## config.mk

```make
export PLATFORM = sky130hd
export DESIGN_NAME = output_channel_divider
export DESIGN_NICKNAME = d
export VERILOG_FILES = /design/src/output_channel_pkg.sv /design/src/channel_divider_core.sv /design/src/channel_output_stage.sv /design/src/output_channel_divider.sv
export SDC_FILE = /design/constraint.sdc
export NUM_CORES = 1
export LEC_CHECK = 0
export ABC_AREA = 1
export BUFFER_PORTS_ARGS = -buffer_cell sky130_fd_sc_hd__buf_2
export CAP_MARGIN = 0
export CELL_PAD_IN_SITES_DETAIL_PLACEMENT = 0
export CELL_PAD_IN_SITES_GLOBAL_PLACEMENT = 1
export CORE_UTILIZATION = 35
export DETAILED_ROUTE_END_ITERATION = 16
export PLACE_DENSITY_LB_ADDON = 0.08
export SYNTH_ARGS = -nofsm -noshare
export SYNTH_HDL_FRONTEND = slang
export SYNTH_SLANG_ARGS = --single-unit
```

## constraint.sdc

```tcl
create_clock -name aclk -period 4.4 [get_ports aclk]
set_input_delay 0.22 -clock aclk [delete_from_list [all_inputs] [get_ports aclk]]
set_output_delay 0.22 -clock aclk [all_outputs]
set_load 0.05 [all_outputs]
```

## src/output_channel_pkg.sv

```systemverilog
package output_channel_pkg;

	////////////////////////////////////////////////////////////////////////////////
	// Bus geometry
	localparam int unsigned addr_width = 14;
	localparam int unsigned data_width = 32;
	localparam int unsigned index_width = 12;
	localparam int unsigned index_lsb = 2;

	////////////////////////////////////////////////////////////////////////////////
	// Register indices, byte address is four times the index
	localparam logic [11:0] idx_sync_mask = 12'h436;
	localparam logic [11:0] idx_channel_state = 12'h437;
	localparam logic [11:0] idx_output_b_mode_polarity = 12'h43b;
	localparam logic [11:0] idx_channel_b_divide_low = 12'h43c;
	localparam logic [11:0] idx_channel_b_divide_high = 12'h43d;
	localparam logic [11:0] idx_channel_b_start_phase = 12'h43e;

	////////////////////////////////////////////////////////////////////////////////
	// Field positions
	localparam int unsigned invert_bit = 0;
	localparam int unsigned mode_lsb = 1;
	localparam int unsigned mode_msb = 2;
	localparam int unsigned divide_low_msb = 7;
	localparam int unsigned divide_high_msb = 1;
	localparam int unsigned divide_split = 8;
	localparam int unsigned phase_msb = 5;
	localparam int unsigned sync_mask_bit = 1;
	localparam int unsigned state_held_bit = 0;
	localparam int unsigned state_running_bit = 1;
	localparam int unsigned state_enabled_bit = 2;

	////////////////////////////////////////////////////////////////////////////////
	// Widths and reset values
	localparam int unsigned ratio_width = 10;
	localparam int unsigned phase_width = 6;
	localparam logic [9:0] ratio_reset = 10'h000;
	localparam logic [5:0] phase_reset = 6'h00;

	////////////////////////////////////////////////////////////////////////////////
	// Bus responses
	localparam logic [1:0] resp_okay = 2'h0;
	localparam logic [1:0] resp_slverr = 2'h2;

	////////////////////////////////////////////////////////////////////////////////
	// Modes and states
	typedef enum logic [1:0] {
		drive_low = 2'b00,
		drive_mid = 2'b01,
		drive_high = 2'b10,
		drive_off = 2'b11
	} drive_mode_type;

	typedef enum logic [1:0] {
		st_held = 2'b00,
		st_delay = 2'b01,
		st_run = 2'b10
	} divider_state_type;

	typedef struct packed {
		drive_mode_type mode;
		logic invert;
		logic [9:0] ratio;
		logic [5:0] phase;
		logic sync_mask;
	} channel_config_type;

	typedef struct packed {
		logic [1:0] pos;
		logic [1:0] neg;
		logic enable;
		drive_mode_type level;
	} driver_type;

endpackage

```

## src/channel_divider_core.sv

```systemverilog
`timescale 1ns/1ps
module channel_divider_core
	import output_channel_pkg::*;
#(
	parameter int unsigned RATIO_W = 10,
	parameter int unsigned PHASE_W = 6
) (
	input wire logic aclk,
	input wire logic aresetn,
	input wire logic hold,
	input wire logic [RATIO_W-1:0] ratio,
	input wire logic [PHASE_W-1:0] phase,
	output logic [1:0] halves,
	output logic running
);

	divider_state_type state;
	divider_state_type next_state;
	logic [RATIO_W+1:0] pos;
	logic [RATIO_W+1:0] next_pos;
	logic [PHASE_W-1:0] delay;
	logic [PHASE_W-1:0] next_delay;
	logic [1:0] next_halves;

	////////////////////////////////////////////////////////////////////////////////
	// Two half periods of the input clock per cycle
	always_comb begin
		logic [RATIO_W+1:0] p;
		logic [RATIO_W+1:0] limit;
		logic [RATIO_W+1:0] period;
		logic [PHASE_W-1:0] d;
		p = pos;
		d = delay;
		limit = {2'b00, ratio} + {{(RATIO_W+1){1'b0}}, 1'b1};
		period = {limit[RATIO_W:0], 1'b0};
		next_halves = 2'b00;
		next_state = state;
		if (hold) begin
			next_state = st_held;
			p = '0;
			d = phase;
		end else begin
			for (int i = 0; i < 2; i++) begin
				if (d != '0) begin
					next_halves[i] = 1'b0;
					d = d - {{(PHASE_W-1){1'b0}}, 1'b1};
				end else begin
					next_halves[i] = (p < limit);
					if (p + {{(RATIO_W+1){1'b0}}, 1'b1} >= period) begin
						p = '0;
					end else begin
						p = p + {{(RATIO_W+1){1'b0}}, 1'b1};
					end
				end
			end
			next_state = (d != '0) ? st_delay : st_run;
		end
		next_pos = p;
		next_delay = d;
	end

	always_ff @(posedge aclk) begin
		if (!aresetn) begin
			state <= st_held;
			pos <= '0;
			delay <= '0;
			halves <= 2'b00;
			running <= 1'b0;
		end else begin
			state <= next_state;
			pos <= next_pos;
			delay <= next_delay;
			halves <= next_halves;
			running <= (next_state == st_run);
		end
	end

endmodule

```

## src/channel_output_stage.sv

```systemverilog
`timescale 1ns/1ps
module channel_output_stage
	import output_channel_pkg::*;
(
	input wire logic aclk,
	input wire logic aresetn,
	input wire drive_mode_type mode,
	input wire logic invert,
	input wire logic [1:0] halves,
	output driver_type drive
);

	driver_type next_drive;

	always_comb begin
		next_drive.level = mode;
		case (mode)
			drive_off: begin
				next_drive.pos = 2'b00;
				next_drive.neg = 2'b00;
				next_drive.enable = 1'b0;
			end
			drive_low, drive_mid, drive_high: begin
				next_drive.pos = halves ^ {2{invert}};
				next_drive.neg = ~(halves ^ {2{invert}});
				next_drive.enable = 1'b1;
			end
			default: begin
				next_drive.pos = 2'b00;
				next_drive.neg = 2'b00;
				next_drive.enable = 1'b0;
			end
		endcase
	end

	always_ff @(posedge aclk) begin
		if (!aresetn) begin
			drive <= '{pos: 2'b00, neg: 2'b00, enable: 1'b0, level: drive_low};
		end else begin
			drive <= next_drive;
		end
	end

endmodule

```

## src/output_channel_divider.sv

```systemverilog
// Chosen here: the AXI4-Lite interface to the registers.
`timescale 1ns/1ps
// How it works
// - Mode codes 00/01/10 pick drive level
// - Mode 11 powers down, tristates both outputs
// - Polarity bit set inverts output clock
// - Divide input clock by value plus one
// - Low eight bits, then two high bits
// - Start phase in input half periods
// - Sync reset holds divider; mask releases it
module output_channel_divider
	import output_channel_pkg::*;
#(
	parameter int unsigned RATIO_W = 10,
	parameter int unsigned PHASE_W = 6
) (
	input wire logic aclk,
	input wire logic aresetn,
	input wire logic sync_reset,
	input wire logic [13:0] s_axi_awaddr,
	input wire logic [2:0] s_axi_awprot,
	input wire logic s_axi_awvalid,
	output logic s_axi_awready,
	input wire logic [31:0] s_axi_wdata,
	input wire logic [3:0] s_axi_wstrb,
	input wire logic s_axi_wvalid,
	output logic s_axi_wready,
	output logic [1:0] s_axi_bresp,
	output logic s_axi_bvalid,
	input wire logic s_axi_bready,
	input wire logic [13:0] s_axi_araddr,
	input wire logic [2:0] s_axi_arprot,
	input wire logic s_axi_arvalid,
	output logic s_axi_arready,
	output logic [31:0] s_axi_rdata,
	output logic [1:0] s_axi_rresp,
	output logic s_axi_rvalid,
	input wire logic s_axi_rready,
	output logic [1:0] output_channel_b_pos,
	output logic [1:0] output_channel_b_neg,
	output logic output_channel_b_oe,
	output logic [1:0] output_channel_b_level
);

	////////////////////////////////////////////////////////////////////////////////
	// Configuration state
	channel_config_type cfg;
	channel_config_type next_cfg;
	logic hold;
	logic [1:0] halves;
	logic running;
	driver_type drive;

	////////////////////////////////////////////////////////////////////////////////
	// Bus state
	logic aw_held;
	logic next_aw_held;
	logic [index_width-1:0] aw_index;
	logic [index_width-1:0] next_aw_index;
	logic w_held;
	logic next_w_held;
	logic [7:0] w_byte;
	logic [7:0] next_w_byte;
	logic w_lane;
	logic next_w_lane;
	logic next_awready;
	logic next_wready;
	logic next_bvalid;
	logic [1:0] next_bresp;
	logic next_arready;
	logic next_rvalid;
	logic [31:0] next_rdata;
	logic [1:0] next_rresp;

	////////////////////////////////////////////////////////////////////////////////
	// Address decode
	function automatic logic mapped(input logic [index_width-1:0] idx);
		mapped = (idx == idx_sync_mask) || (idx == idx_channel_state) ||
			(idx == idx_output_b_mode_polarity) || (idx == idx_channel_b_divide_low) ||
			(idx == idx_channel_b_divide_high) || (idx == idx_channel_b_start_phase);
	endfunction

	function automatic logic [31:0] read_value(input logic [index_width-1:0] idx,
			input channel_config_type c, input logic held, input logic run,
			input logic enabled);
		logic [31:0] v;
		v = 32'h00000000;
		case (idx)
			idx_sync_mask: begin
				v[sync_mask_bit] = c.sync_mask;
			end
			idx_channel_state: begin
				v[state_held_bit] = held;
				v[state_running_bit] = run;
				v[state_enabled_bit] = enabled;
			end
			idx_output_b_mode_polarity: begin
				v[mode_msb:mode_lsb] = c.mode;
				v[invert_bit] = c.invert;
			end
			idx_channel_b_divide_low: begin
				v[divide_low_msb:0] = c.ratio[divide_split-1:0];
			end
			idx_channel_b_divide_high: begin
				v[divide_high_msb:0] = c.ratio[RATIO_W-1:divide_split];
			end
			idx_channel_b_start_phase: begin
				v[phase_msb:0] = c.phase;
			end
			default: begin
				v = 32'h00000000;
			end
		endcase
		read_value = v;
	endfunction

	////////////////////////////////////////////////////////////////////////////////
	// Write channel
	always_comb begin
		next_aw_held = aw_held;
		next_aw_index = aw_index;
		next_w_held = w_held;
		next_w_byte = w_byte;
		next_w_lane = w_lane;
		next_bvalid = s_axi_bvalid;
		next_bresp = s_axi_bresp;
		next_cfg = cfg;
		if (s_axi_awvalid && s_axi_awready) begin
			next_aw_held = 1'b1;
			next_aw_index = s_axi_awaddr[addr_width-1:index_lsb];
		end
		if (s_axi_wvalid && s_axi_wready) begin
			next_w_held = 1'b1;
			next_w_byte = s_axi_wdata[7:0];
			next_w_lane = s_axi_wstrb[0];
		end
		if (aw_held && w_held && !s_axi_bvalid) begin
			next_aw_held = 1'b0;
			next_w_held = 1'b0;
			next_bvalid = 1'b1;
			next_bresp = mapped(aw_index) ? resp_okay : resp_slverr;
			if (w_lane) begin
				case (aw_index)
					idx_sync_mask: begin
						next_cfg.sync_mask = w_byte[sync_mask_bit];
					end
					idx_output_b_mode_polarity: begin
						next_cfg.mode = drive_mode_type'(w_byte[mode_msb:mode_lsb]);
						next_cfg.invert = w_byte[invert_bit];
					end
					idx_channel_b_divide_low: begin
						next_cfg.ratio[divide_split-1:0] = w_byte[divide_low_msb:0];
					end
					idx_channel_b_divide_high: begin
						next_cfg.ratio[RATIO_W-1:divide_split] = w_byte[divide_high_msb:0];
					end
					idx_channel_b_start_phase: begin
						next_cfg.phase = w_byte[phase_msb:0];
					end
					default: begin
						next_cfg = cfg;
					end
				endcase
			end
		end
		if (s_axi_bvalid && s_axi_bready) begin
			next_bvalid = 1'b0;
		end
		next_awready = !next_aw_held && !next_bvalid;
		next_wready = !next_w_held && !next_bvalid;
	end

	always_ff @(posedge aclk) begin
		if (!aresetn) begin
			aw_held <= 1'b0;
			aw_index <= '0;
			w_held <= 1'b0;
			w_byte <= 8'h00;
			w_lane <= 1'b0;
			s_axi_awready <= 1'b0;
			s_axi_wready <= 1'b0;
			s_axi_bvalid <= 1'b0;
			s_axi_bresp <= resp_okay;
			cfg <= '{mode: drive_low, invert: 1'b0, ratio: ratio_reset,
				phase: phase_reset, sync_mask: 1'b0};
		end else begin
			aw_held <= next_aw_held;
			aw_index <= next_aw_index;
			w_held <= next_w_held;
			w_byte <= next_w_byte;
			w_lane <= next_w_lane;
			s_axi_awready <= next_awready;
			s_axi_wready <= next_wready;
			s_axi_bvalid <= next_bvalid;
			s_axi_bresp <= next_bresp;
			cfg <= next_cfg;
		end
	end

	////////////////////////////////////////////////////////////////////////////////
	// Read channel
	always_comb begin
		next_arready = s_axi_arready;
		next_rvalid = s_axi_rvalid;
		next_rdata = s_axi_rdata;
		next_rresp = s_axi_rresp;
		if (s_axi_arvalid && s_axi_arready) begin
			next_arready = 1'b0;
			next_rvalid = 1'b1;
			next_rdata = read_value(s_axi_araddr[addr_width-1:index_lsb], cfg, hold,
				running, drive.enable);
			next_rresp = mapped(s_axi_araddr[addr_width-1:index_lsb]) ?
				resp_okay : resp_slverr;
		end else if (s_axi_rvalid && s_axi_rready) begin
			next_rvalid = 1'b0;
			next_arready = 1'b1;
		end else if (!s_axi_rvalid) begin
			next_arready = 1'b1;
		end
	end

	always_ff @(posedge aclk) begin
		if (!aresetn) begin
			s_axi_arready <= 1'b0;
			s_axi_rvalid <= 1'b0;
			s_axi_rdata <= 32'h00000000;
			s_axi_rresp <= resp_okay;
		end else begin
			s_axi_arready <= next_arready;
			s_axi_rvalid <= next_rvalid;
			s_axi_rdata <= next_rdata;
			s_axi_rresp <= next_rresp;
		end
	end

	////////////////////////////////////////////////////////////////////////////////
	// Channel datapath
	assign hold = sync_reset && !cfg.sync_mask;

	channel_divider_core #(
		.RATIO_W(RATIO_W),
		.PHASE_W(PHASE_W)
	) u_divider (
		.aclk(aclk),
		.aresetn(aresetn),
		.hold(hold),
		.ratio(cfg.ratio),
		.phase(cfg.phase),
		.halves(halves),
		.running(running)
	);

	channel_output_stage u_stage (
		.aclk(aclk),
		.aresetn(aresetn),
		.mode(cfg.mode),
		.invert(cfg.invert),
		.halves(halves),
		.drive(drive)
	);

	assign output_channel_b_pos = drive.pos;
	assign output_channel_b_neg = drive.neg;
	assign output_channel_b_oe = drive.enable;
	assign output_channel_b_level = drive.level;

endmodule

```

Yosys cells after proc, flatten, opt, wreduce, memory -nomap -nowiden
Cells that the tools add are included.
{"block": "word_totals", "latch_bits": 0, "mem_bits_rw": 0, "out_inout_bits": 48, "memories": 0, "mem_bits_ro": 0, "ff_bits": 88}
{"block": "op_classes", "n_eq_ne": 17, "n_mux": 30, "bitwise": 3, "magnitude_cmp": 4, "div_mod_pow": 0, "shift": 0, "multipliers": 0, "n_reduce_logical": 40, "n_addsub": 5}
{"cell": "== test 12 x 11 -> 1 bit, second input constant", "n": 12}
{"cell": "two-way mux 12 bit", "n": 5}
{"cell": "two-way mux 6 bit", "n": 5}
{"cell": "adder 12 x 1 -> 12 bit, second input constant", "n": 2}
{"cell": "greater-or-equal comparator 12 bit", "n": 2}
{"cell": "< comparator 12 bit", "n": 2}
{"cell": "nonzero test 6 bit", "n": 3}
{"cell": "AND reduction 3 bit", "n": 5}
{"cell": "subtractor 6 x 1 -> 6 bit, second input constant", "n": 2}
{"cell": "adder 10 x 1 -> 11 bit, second input constant", "n": 1}
{"cell": "logical AND 1 bit", "n": 10}
{"cell": "logical OR 1 bit", "n": 10}
{"cell": "two-way mux 1 bit", "n": 10}
{"cell": "two-way mux 2 bit", "n": 5}
{"cell": "case mux 5 bit (2 select lines)", "n": 1}
{"cell": "OR reduction 3 bit", "n": 3}
{"cell": "== test 2 bit, second input constant", "n": 3}
{"cell": "case mux 1 bit (6 select lines)", "n": 1}
{"cell": "case mux 3 bit (2 select lines)", "n": 1}
{"cell": "logical NOT 1 bit", "n": 5}
{"cell": "case mux 1 bit (5 select lines)", "n": 1}
{"cell": "case mux 1 bit (4 select lines)", "n": 1}
{"cell": "OR reduction 2 bit", "n": 2}
{"cell": "== test 2 x 1 -> 1 bit, second input constant", "n": 1}
{"cell": "6 further kinds", "n": 6}

Longest topological paths before layout
Gate-level depths: netlist (run 1).
{"block": "logic_depth", "word_depth": 10, "mapped_depth": 40, "mapped_depth_nobuf": 38}

By module
Synthesis (run 1) repeated with hierarchy kept, for this count alone.
{"block": "unflattened", "hier_cells": 870, "area_unflattened_um2": 5973.2}
{"mod": "channel_divider_core", "cells_each": 475, "seq_area_each_um2": 420.4, "area_per_inst_um2": 3044.2, "instances": 1}
{"mod": "output_channel_divider", "cells_each": 362, "seq_area_each_um2": 1161.1, "area_per_inst_um2": 2691.3, "instances": 1}
{"mod": "channel_output_stage", "cells_each": 33, "seq_area_each_um2": 140.1, "area_per_inst_um2": 237.7, "instances": 1}

Worst setup path after synthesis (run 1)
OpenSTA, ideal clock, no wires.
{"block": "synth_path", "kind": "register to register", "from": "register cfg[7] (netlist name)", "to": "register u_divider.pos[10]", "t_required_ns": 4.329, "slack_ns": -0.015, "arrival_time_ns": 4.344, "stages_incl_launch_ff": 37, "synth_period_minus_slack_ns": 4.415, "n_path_buf": 2, "path_cell_list": "dfxtp_1 > ha_1 > nand2_1 > nor3_1 > nand3_1 > xor2_1 > ha_1 > nand2_1 > inv_1 > o21ai_0 > nor2_1 > nor2_4 > and2_4 > buf_6 > nand3_1 > nand2_1 > ha_1 > or2_2 > nand2_1 > inv_1 > ha_1 > nand2_1 > nor2_1 > a211oi_1 > nand2_1 > nand2_1 > nand2_1 > nand2_1 > nand2_1 > nand2_1 > nand2_1 > nand2_1 > nand3_1 > nand2_2 > buf_6 > nand3_2 > a21oi_2"}
{"block": "synth_via", "elab_chain_len": 9}
{"element": "start, declared", "line": "output_channel_divider.sv:47", "source": "channel_config_type cfg;"}
{"element": "start signal, assigned", "line": "output_channel_divider.sv:184", "source": "cfg <= '{mode: drive_low, invert: 1'b0, ratio: ratio_reset,"}
{"element": "start signal, assigned", "line": "output_channel_divider.sv:196", "source": "cfg <= next_cfg;"}
{"element": "adder 10 x 1 -> 11 bit *", "line": "channel_divider_core.sv:34", "source": "limit = {2'b00, ratio} + {{(RATIO_W+1){1'b0}}, 1'b1};"}
{"element": "greater-or-equal comparator 12 bit", "line": "channel_divider_core.sv:49", "source": "if (p + {{(RATIO_W+1){1'b0}}, 1'b1} >= period) begin"}
{"element": "two-way mux 12 bit", "line": "channel_divider_core.sv:49"}
{"element": "two-way mux 12 bit", "line": "channel_divider_core.sv:44", "source": "if (d != '0) begin"}
{"element": "two-way mux 12 bit", "line": "channel_divider_core.sv:38", "source": "if (hold) begin"}
{"element": "adder 12 x 1 -> 12 bit", "line": "channel_divider_core.sv:49, channel_divider_core.sv:52"}
{"element": "greater-or-equal comparator 12 bit", "line": "channel_divider_core.sv:49"}
{"element": "two-way mux 12 bit", "line": "channel_divider_core.sv:49"}
{"element": "two-way mux 12 bit *", "line": "channel_divider_core.sv:44"}
{"element": "end signal, assigned", "line": "channel_divider_core.sv:71", "source": "pos <= next_pos;"}
{"element": "end, declared", "line": "channel_divider_core.sv:19", "source": "logic [RATIO_W+1:0] pos;"}
Every way passes the cells marked *; elsewhere a longest branch is shown, timed or not. The select of a mux whose other input is x is not followed.
A chain may end at the register's enable or synchronous reset.

Worst setup path after layout (run 1)
{"block": "layout_path", "from": "register u_divider.pos[2]", "to": "register u_divider.pos[1]"}
{"block": "layout_via", "elab_chain_len": 9}
{"element": "adder 12 x 1 -> 12 bit", "line": "channel_divider_core.sv:49, channel_divider_core.sv:52"}
{"element": "greater-or-equal comparator 12 bit", "line": "channel_divider_core.sv:49"}
{"element": "two-way mux 12 bit", "line": "channel_divider_core.sv:49"}
{"element": "two-way mux 12 bit *", "line": "channel_divider_core.sv:44"}
{"element": "two-way mux 12 bit *", "line": "channel_divider_core.sv:38"}
{"element": "adder 12 x 1 -> 12 bit", "line": "channel_divider_core.sv:49, channel_divider_core.sv:52"}
{"element": "greater-or-equal comparator 12 bit", "line": "channel_divider_core.sv:49"}
{"element": "two-way mux 12 bit", "line": "channel_divider_core.sv:49"}
{"element": "two-way mux 12 bit *", "line": "channel_divider_core.sv:44"}
Marked as above.

==> out/metrics.yaml, run 1 <==
combPwrFrac_pct: 46.4
synth.avg_cell_area_um2: 6.946
clock.fmax_mhz: 228.0
start_util_pct: 36.38
p_seq_share_pct: 28.2
grt_pass1_wl_um: 25320
grtUsageTotal_pct: 19.73
synth.top_cell.area_share_pct: 30.79
vias: 5411
synth_cell_types: 45
ys_seq_area_share_pct: 30.79
port_buffers: 62
first_iter_violations: 312
rsz0062_at_grt: "yes"
clockRootBuffer: "clkbuf_16"
ys_ff_latch: 86
via_per_inst: 4.701
syn_area_um2: 5592
drive_gt1_share_pct: 25.35
worst_pin_slew_ns: 1.200
stdcell_area_um2: 7092
yosysWarningCount: 0
die_area_um2: 16490
clock_sinks: 86
yosysTopAreaCell: "dfxtp_1"
antenna_left: 0
cap_violations: 0
irDropWorstVdd_uv: 216.3
cpMaxStageDelayCell: "dfxtp_2"
cts_made_buffers: 9
synth_area_leaders: "dfxtp_1, nand2_1, ha_1, inv_1, a21oi_1"
multi_input_area_um2: 3450
final_util_pct: 46.14
finalNetCount: 1051
gr-total-overflow: 0
finClkSkew_ns: 0.009851
async_flop_share_pct: 0
slew_violations: 0
required_ns: 4.68
rows: 45
slew_headroom_pct: 19.30
setup_viol: 0
drtPass1Iterations: 4
worstSkewPairLatency_ns: 0.35
io_pins: 126
cts_tree: "yes"
p_leak_nw: 3.239
clockBufferDepth: 2
dp_hpwl_um: 12120
path_clk_slew_ns: 0.07
tns_ns: 0
p_sw_w: 0.001231
period_needed_ns: 4.386
grt_pass1_vias: 5149
status: "complete, no violations"
worst_path_most_repeated_cell: "nand2_1"
pre_cts_ws_ns: -0.1766
syn_to_final_growth_pct: 26.83
core_um2: 15370
ys.flop_type: "dfxtp_1"
path_max_fanout: 6
powerDensity_nw_per_um2: 431.5
wl_per_cell_um: 13.49
grt_max_degree: 61
cp-startpoint: "u_divider.pos[2]$_SDFF_PP0_"
h-tree-depth: 3
drt-total-wl_um: 15530
ff_latch_area_um2: 1727
pwr-share-clk_pct: 25.4
crit_arrival_ns: 4.67
path_class: "flip-flop to flip-flop"
worstHoldStart: "s_axi_awaddr[10]"
fill_cells: 1597
place_area_um2: 6515
synth.most_common_cell: "nand2_1"
antenna_found_initial: 1
synthCells: 805
yosys-top-cells-count: "nand2_1, inv_1, dfxtp_1, nor2_1, a21oi_1"
crit_path_max_incr_delay_ns: 0.34
endpoint_kind: "flip-flop"
synth_edf_count: 0
post-route-period-util_pct: 99.69
start_kind: "flip-flop"
final_hold_viol_count: 0
timing.final.ws_setup_ns: 0.01379
die_h_um: 128.4
place.gp.congestion: 0.8343
die_x_um: 128.4
cts-hold-fix-buffers: 0
intPower_w: 0.001829
switching_share_pct: 40.23
drc_errors: 0
min_path_type: "input pin to flip-flop"
r2r-start: "u_divider.pos[2]$_SDFF_PP0_"
==> cells in the final DEF (no fill, tap or decap), drive strengths merged, types with 26 or more instances in the layout <==
cell type,synthesis,layout
a21oi,72,72
buf,30,139
conb,1,26
dfxtp,86,86
ha,39,39
inv,112,113
nand2,168,168
nand3,55,55
nor2,75,75
o21ai,61,61
==> per-layer routing <==
layer,share of wire [%],vias to the layer above,global-route usage [%],wire [um]
li1,-,2837,-,-
met1,46,2472,24.44,7204
met2,49,90,33.96,7607
met3,3.5,12,4.200,542
met4,1.1,0,6.505,175
met5,0,-,0,0
==> critical path, delay by kind of cell (launching register included) <==
family	cells	cell delay (ns)
and+or+nand+nor	23	2.07
adders and majority gates	2	0.55
buffers and inverters	5	0.51
xor gates and xnor gates	2	0.43
AOI/OAI and AO/OA	3	0.39
DFF	1	0.34
==> path summary, 6_finish.rpt <==
path / to / slack [ns] / cells after the start
worst max-delay path: u_divider.pos[1]$_SDFF_PP0_ / 0.01 / 35
worst min-delay path: aw_index[8]$_SDFFE_PN0P_ / 0.13 / 3
worst max register to register: u_divider.pos[1]$_SDFF_PP0_ / 0.01 / 35
worst min register to register: u_stage.drive[0]$_SDFF_PN0_ / 0.45 / 2
==> area by class of cell <==
cell class | count | area share [%]
Antenna cell | 1 | 0.03529
Multi-Input combinational cell | 583 | 48.64
Tap cell | 211 | 3.723
Timing Repair Buffer | 140 | 13.11
Inverter | 114 | 6.034
Clock buffer | 11 | 3.282
Sequential cell | 86 | 24.35
Clock inverter | 5 | 0.8292
==> sequential cells by signal, indices dropped and copies added, names as in the netlist, 2 cells and up <==
name / flops
cfg: 20
aw_index: 12
u_divider.pos: 12
s_axi_rdata: 8
w_byte: 8
u_stage.drive: 7
u_divider.delay: 6
u_divider.halves: 2
==> timing repair <==
| action | 4_1_cts | 5_1_grt |
|---|---|---|
| gates resized for setup | 6 | 39 |
| pin swaps | 1 | 28 |
| buffers inserted | 0 | 7 |
| endpoints found under the setup margin | 12 | 12 |
| cloned | 0 | 1 |
==> logic make-up after synthesis <==
family	after synthesis	synth area share, %
compound gates	158	16.00
xor+xnor	25	3.916
fa+ha+maj	39	8.727
buf+inv	161	12.91
flops	86	30.79
other cells	1	0.06706
simple gates	335	27.59
==> through the flow <==
| step | instances | power [W] | hold WS (ns) |
|---|---|---|---|
| after detailed placement | 1126 | 0.002091 | 0.4448 |
| after floorplan | 830 | 0.001771 | 0.3867 |
| after global routing | 1150 | 0.003276 | 0.1244 |
| final | 1151 | 0.003060 | 0.1252 |
| after CTS | 1142 | 0.002870 | 0.1166 |
| after global placement | 1126 | 0.002082 | 0.4495 |
==> power groups by stage <==
stage	clock, W	combinational, W	sequential, W
final	0.000777	0.00142	0.000862
after global routing	0.000824	0.00158	0.000868
after CTS	0.000791	0.00122	0.000860
after detailed placement	0	0.00121	0.000877
after global placement	0	0.00121	0.000876
after floorplan	0	0.000859	0.000912
(Power assumes the default switching activity.)
==> inputs of run 2 (changes only) <==
--- a/config.mk
+++ b/config.mk
@@ -13,6 +13,7 @@
 export CORE_UTILIZATION = 35
 export DETAILED_ROUTE_END_ITERATION = 16
 export PLACE_DENSITY_LB_ADDON = 0.08
+export RECOVER_POWER = 100
 export SYNTH_ARGS = -nofsm -noshare
 export SYNTH_HDL_FRONTEND = slang
 export SYNTH_SLANG_ARGS = --single-unit
==> run 2 against run 1 <==
The run now ends with capacitance limit, slew limit left. Clock-buffer cell count did not move. Design area shrank 0.60%. Critical path depth is the same. Combinational power barely moved. Non-clock buffer count unchanged. Setup slack about the same. Global-route usage is the same. Clock power about the same. Critical path type unchanged. Largest cell class unchanged. Highest routed layer unchanged.
==> out/metrics.yaml, run 2 (synthesis results as in run 1) <==
status: "finished with violations"
violations: "capacitance limit, slew limit"
crit_path_max_incr_delay_ns: 0.34
die_h_um: 128.4
irDropWorstVdd_uv: 215.0
largest_register_ffs: 20
wl_met1_um: 7133
wl_met3_um: 567
final_cell_mix: "nand2_1, inv_1, dfxtp_1"
grt_max_degree: 61
cp-startpoint: "u_divider.pos[2]$_SDFF_PP0_"
endpoint_kind: "flip-flop"
die_area_um2: 16490
clock.fmax_mhz: 228.0
p_leak_nw: 3.151
grt_pass1_wl_um: 25320
syn_to_final_growth_pct: 26.07
required_ns: 4.68
dr_wl_met2_um: 7619
clock_sinks: 86
final_util_pct: 45.86
regMostFlops: "cfg"
final_common_cell: "nand2_1"
h-tree-depth: 3
r2r_end: "u_divider.pos[1]$_SDFF_PP0_"
clockBufferDepth: 2
clockRootBuffer: "clkbuf_16"
maxUsedRoutingLayer: "met4"
timing.final.ws_setup_ns: 0.01374
pre_cts_ws_ns: -0.1766
drtPass1Iterations: 4
cts_made_buffers: 9
start_util_pct: 36.38
drt-total-wl_um: 15480
wl_per_cell_um: 13.45
cpMaxStageDelayCell: "dfxtp_2"
place.gp.congestion: 0.8343
crit_arrival_ns: 4.67
r2r_slack_ns: 0.01
gr-total-overflow: 0
drive_gt1_share_pct: 22.68
port_buffers: 62
path_max_fanout: 6
start_kind: "flip-flop"
total_power_w: 0.003049
grtUsageTotal_pct: 19.73
crit_end: "u_divider.pos[1]$_SDFF_PP0_"
cts_tree: "yes"
path_clk_slew_ns: 0.07
final_hold_viol_count: 0
setup_viol: 0
vias: 5386
r2r-start: "u_divider.pos[2]$_SDFF_PP0_"
rr_worst_depth: 35
slew_violations: 17
slew_headroom_pct: -39.53
grt_pass1_vias: 5149
core_um2: 15370
first_iter_violations: 273
dp_hpwl_um: 12120
worstSkewPairLatency_ns: 0.35
worst_pin_slew_ns: 2.074
cap_violations: 1
tns_ns: 0
path_class: "flip-flop to flip-flop"
antenna_left: 0
io_pins: 126
period_needed_ns: 4.386
drc_errors: 0
antenna_found_initial: 1
rows: 45
powerDensity_nw_per_um2: 432.5
fill_cells: 1612
finalNetCount: 1051
via_per_inst: 4.679
min_path_type: "input pin to flip-flop"
layout_top_registers: "cfg x20, aw_index x12, u_divider.pos x12"
die_x_um: 128.4
finClkSkew_ns: 0.01190
rsz0062_at_grt: "yes"
post-route-period-util_pct: 99.69
worst_path_most_repeated_cell: "nand2_1"
run 2: repair_timing:
| item | CTS | global route |
|---|---|---|
| setup endpoints to repair | 12 | 12 |
| gates cloned | 0 | 1 |
| setup buffers | 0 | 7 |
| pin swaps | 1 | 28 |
| gates resized for setup | 6 | 39 |
| hold buffers | 0 | 0 |
run 2: area by class of cell:
| type | count | area, um^2 | share of cell area (%) |
|---|---|---|---|
| multi-input cells | 583 | 3438 | 48.78 |
| flip-flops and latches | 86 | 1727 | 24.49 |
| repair buffers | 140 | 898.4 | 12.74 |
| inverters | 114 | 427.9 | 6.070 |
| well taps | 211 | 264.0 | 3.745 |
| clock buffers | 11 | 232.7 | 3.301 |
| clock inverters | 5 | 58.81 | 0.8342 |
| diodes | 1 | 2.502 | 0.03550 |
run 2: metal layers:
| layer | global-route usage, % | up-vias |
|---|---|---|
| met4 | 6.505 | 0 |
| met3 | 4.200 | 10 |
| met2 | 33.96 | 85 |
| li1 | - | 2835 |
| met1 | 24.44 | 2456 |
| met5 | 0 | - |
run 2: how the worst min path moves through the flow:
stage,start,endpoint,slack (ns),cells after the start
floorplan,s_axi_awaddr[13],aw_index[11]$_SDFFE_PN0P_,0.39,2
global placement,cfg[18]$_SDFFE_PN0P_,u_stage.drive[0]$_SDFF_PN0_,0.45,2
detailed placement,cfg[19]$_SDFFE_PN0P_,u_stage.drive[1]$_SDFF_PN0_,0.44,2
CTS,s_axi_awaddr[10],aw_index[8]$_SDFFE_PN0P_,0.12,3
global route,s_axi_awaddr[10],aw_index[8]$_SDFFE_PN0P_,0.12,3
finish,s_axi_awaddr[6],aw_index[4]$_SDFFE_PN0P_,0.13,3
run 2: where the power goes:
| group | leakage, nW | internal [W] | total, W | switching [W] |
|---|---|---|---|---|
| clock | 0.136 | 0.000442 | 0.000774 | 0.000332 |
| sequential | 0.703 | 0.000832 | 0.000862 | 0.0000301 |
| combinational | 2.31 | 0.000549 | 0.00141 | 0.000864 |
| total | 3.15 | 0.00182 | 0.00305 | 0.00123 |
run 2: critical path, delay by kind of cell (launching register included):
kind,cells,cell delay (ns)
buffers and inverters,5,0.51
AND/OR/NAND/NOR,23,2.07
adder cells (fa/ha/maj),2,0.55
flip-flops,1,0.34
AO/OA/AOI/OAI,3,0.39
XOR/XNOR,2,0.43
run 2: through the flow:
step                      area [um^2]  cells  hold WS [ns]
final                            7049   1151        0.1264
after CTS                        6830   1142        0.1166
after global routing             7047   1150        0.1244
after global placement           6515   1126        0.4495
after detailed placement         6515   1126        0.4448
after floorplan                  5690    830        0.3867
==> inputs of run 3 (changes only) <==
--- a/config.mk
+++ b/config.mk
@@ -9,8 +9,9 @@
 export BUFFER_PORTS_ARGS = -buffer_cell sky130_fd_sc_hd__buf_2
 export CAP_MARGIN = 0
 export CELL_PAD_IN_SITES_DETAIL_PLACEMENT = 0
-export CELL_PAD_IN_SITES_GLOBAL_PLACEMENT = 1
-export CORE_UTILIZATION = 35
+export CELL_PAD_IN_SITES_GLOBAL_PLACEMENT = 2
+export CORE_UTILIZATION = 27
+export CTS_CLUSTER_DIAMETER = 60
 export DETAILED_ROUTE_END_ITERATION = 16
 export PLACE_DENSITY_LB_ADDON = 0.08
 export RECOVER_POWER = 100
==> run 3 against run 2 <==
The flow still finishes with violations (capacitance limit, slew limit). Total power up 2.0%. Clock-buffer cell count down 1. Sequential power is essentially flat. Global-route usage decreased by 3.6 points. Flip-flop and latch count unchanged. Largest cell class unchanged. Largest power group unchanged. Highest routed layer unchanged.
==> out/metrics.yaml, run 3 (synthesis results as in run 1) <==
start_util_pct: 27.55
cp-startpoint: "u_divider.pos[2]$_SDFF_PP0_"
worst_path_most_repeated_cell: "nand2_1"
path_clk_slew_ns: 0.07
crit_family: "simple AND/OR/NAND/NOR gates"
post-route-period-util_pct: 94.93
violations: "capacitance limit, slew limit"
largest_register_ffs: 20
via_per_inst: 4.483
clockRootBuffer: "clkbuf_16"
worstSkewPairLatency_ns: 0.35
gr-total-overflow: 0
vias: 5492
die_area_um2: 21290
crit_path_max_incr_delay_ns: 0.35
cts_made_buffers: 9
period_needed_ns: 4.177
grtUsageTotal_pct: 16.15
r2r-start: "u_divider.pos[2]$_SDFF_PP0_"
grt_pass1_vias: 5472
rows: 52
final_common_cell: "nand2_1"
antenna_left: 0
holdWs_ns: 0.1215
cap_violations: 1
status: "finished with violations"
cp_num_buf_inv: 9
drive_gt1_share_pct: 26.60
path_class: "flip-flop to flip-flop"
min_path_type: "input pin to flip-flop"
crit_arrival_ns: 4.45
rr_worst_depth: 34
final_util_pct: 36.71
final_cell_mix: "nand2_1, inv_1, buf_4"
p_leak_nw: 3.302
setup_viol: 0
hold_depth: 3
antenna_found_initial: 0
diodes: 0
clock.fmax_mhz: 239.4
wl_per_cell_um: 13.65
die_h_um: 145.9
path_max_fanout: 6
finalNetCount: 1067
path_depth: 34
place.gp.congestion: 0.7842
first_iter_violations: 207
drc_errors: 0
grt_max_degree: 61
grt_pass1_wl_um: 27170
dp_hpwl_um: 12980
final_hold_viol_count: 0
die_x_um: 145.9
regMostFlops: "cfg"
cts_tree: "yes"
slew_headroom_pct: -50.74
slew_violations: 61
rsz0062_at_grt: "yes"
powerDensity_nw_per_um2: 417.2
start_kind: "flip-flop"
clockBufferDepth: 2
layout_top_registers: "cfg x20, aw_index x12, u_divider.pos x12"
clock_sinks: 86
worstHoldStart: "s_axi_awaddr[13]"
io_pins: 126
cpMaxStageDelayCell: "dfxtp_2"
cts-hold-fix-buffers: 0
h-tree-depth: 3
port_buffers: 62
irDropWorstVdd_uv: 219.9
worst_pin_slew_ns: 2.261
syn_to_final_growth_pct: 33.27
required_ns: 4.67
drtPass1Iterations: 4
endpoint_kind: "flip-flop"
core_um2: 20300
finClkSkew_ns: 0.01302
drt-total-wl_um: 16720
## run 3: per-stage QoR
stage	instances	instance area (um^2)	total power, W	setup TNS (ns)	worst slack, ns
after CTS	1219	7197	0.003111	-0.02410	-0.01277
after floorplan	830	5690	0.001771	0	0.01319
after global placement	1194	6656	0.002101	-1.812	-0.1644
after detailed placement	1194	6656	0.002106	-1.965	-0.1930
after global routing	1225	7452	0.003347	-0.6395	-0.07499
final	1225	7452	0.003109	0	0.2229
## run 3: final cells by class
type | count | area [um^2]
repair buffers | 156 | 1030
clock inverters | 6 | 76.32
multi-input cells | 583 | 3613
inverters | 114 | 427.9
clock buffers | 10 | 239.0
flip-flops and latches | 86 | 1728
fillers | 2243 | 12850
well taps | 270 | 337.8
## run 3: timing repair
action	in CTS	in global routing
gates cloned	1	0
pin swaps	22	34
setup buffers	8	6
gates resized for setup	32	50
setup endpoints to repair	12	12
## run 3: metal layers
metal | GRT usage (%) | part of all wire (%) | vias to the layer above
met3 | 1.912 | 3.1 | 13
met1 | 20.99 | 49 | 2526
met4 | 5.632 | 1.4 | 0
met5 | 0 | 0 | -
li1 | - | - | 2859
met2 | 27.49 | 47 | 94
## run 3: power breakdown
part,internal [W],switching (W),leakage [nW]
clock network,0.000466,0.000350,0.149
logic,0.000548,0.000885,2.45
registers,0.000831,0.0000297,0.704
total,0.00184,0.00126,3.30
## run 3: path summary, 6_finish.rpt
check / end / slack, ns
setup reg to reg: u_divider.pos[0]$_SDFF_PP0_ / 0.22
hold / removal: aw_index[11]$_SDFFE_PN0P_ / 0.12
hold reg to reg: u_stage.drive[1]$_SDFF_PN0_ / 0.45
setup / recovery: u_divider.pos[0]$_SDFF_PP0_ / 0.22
## run 3: worst register-to-register path: cells and delay by family (launching register included)
kind	cells	cell delay [ns]
AOI/OAI and AO/OA	2	0.26
and+or+nand+nor	19	1.74
adders and majority gates	2	0.58
xor gates and xnor gates	2	0.39
DFF	1	0.35
buffers and inverters	9	0.77
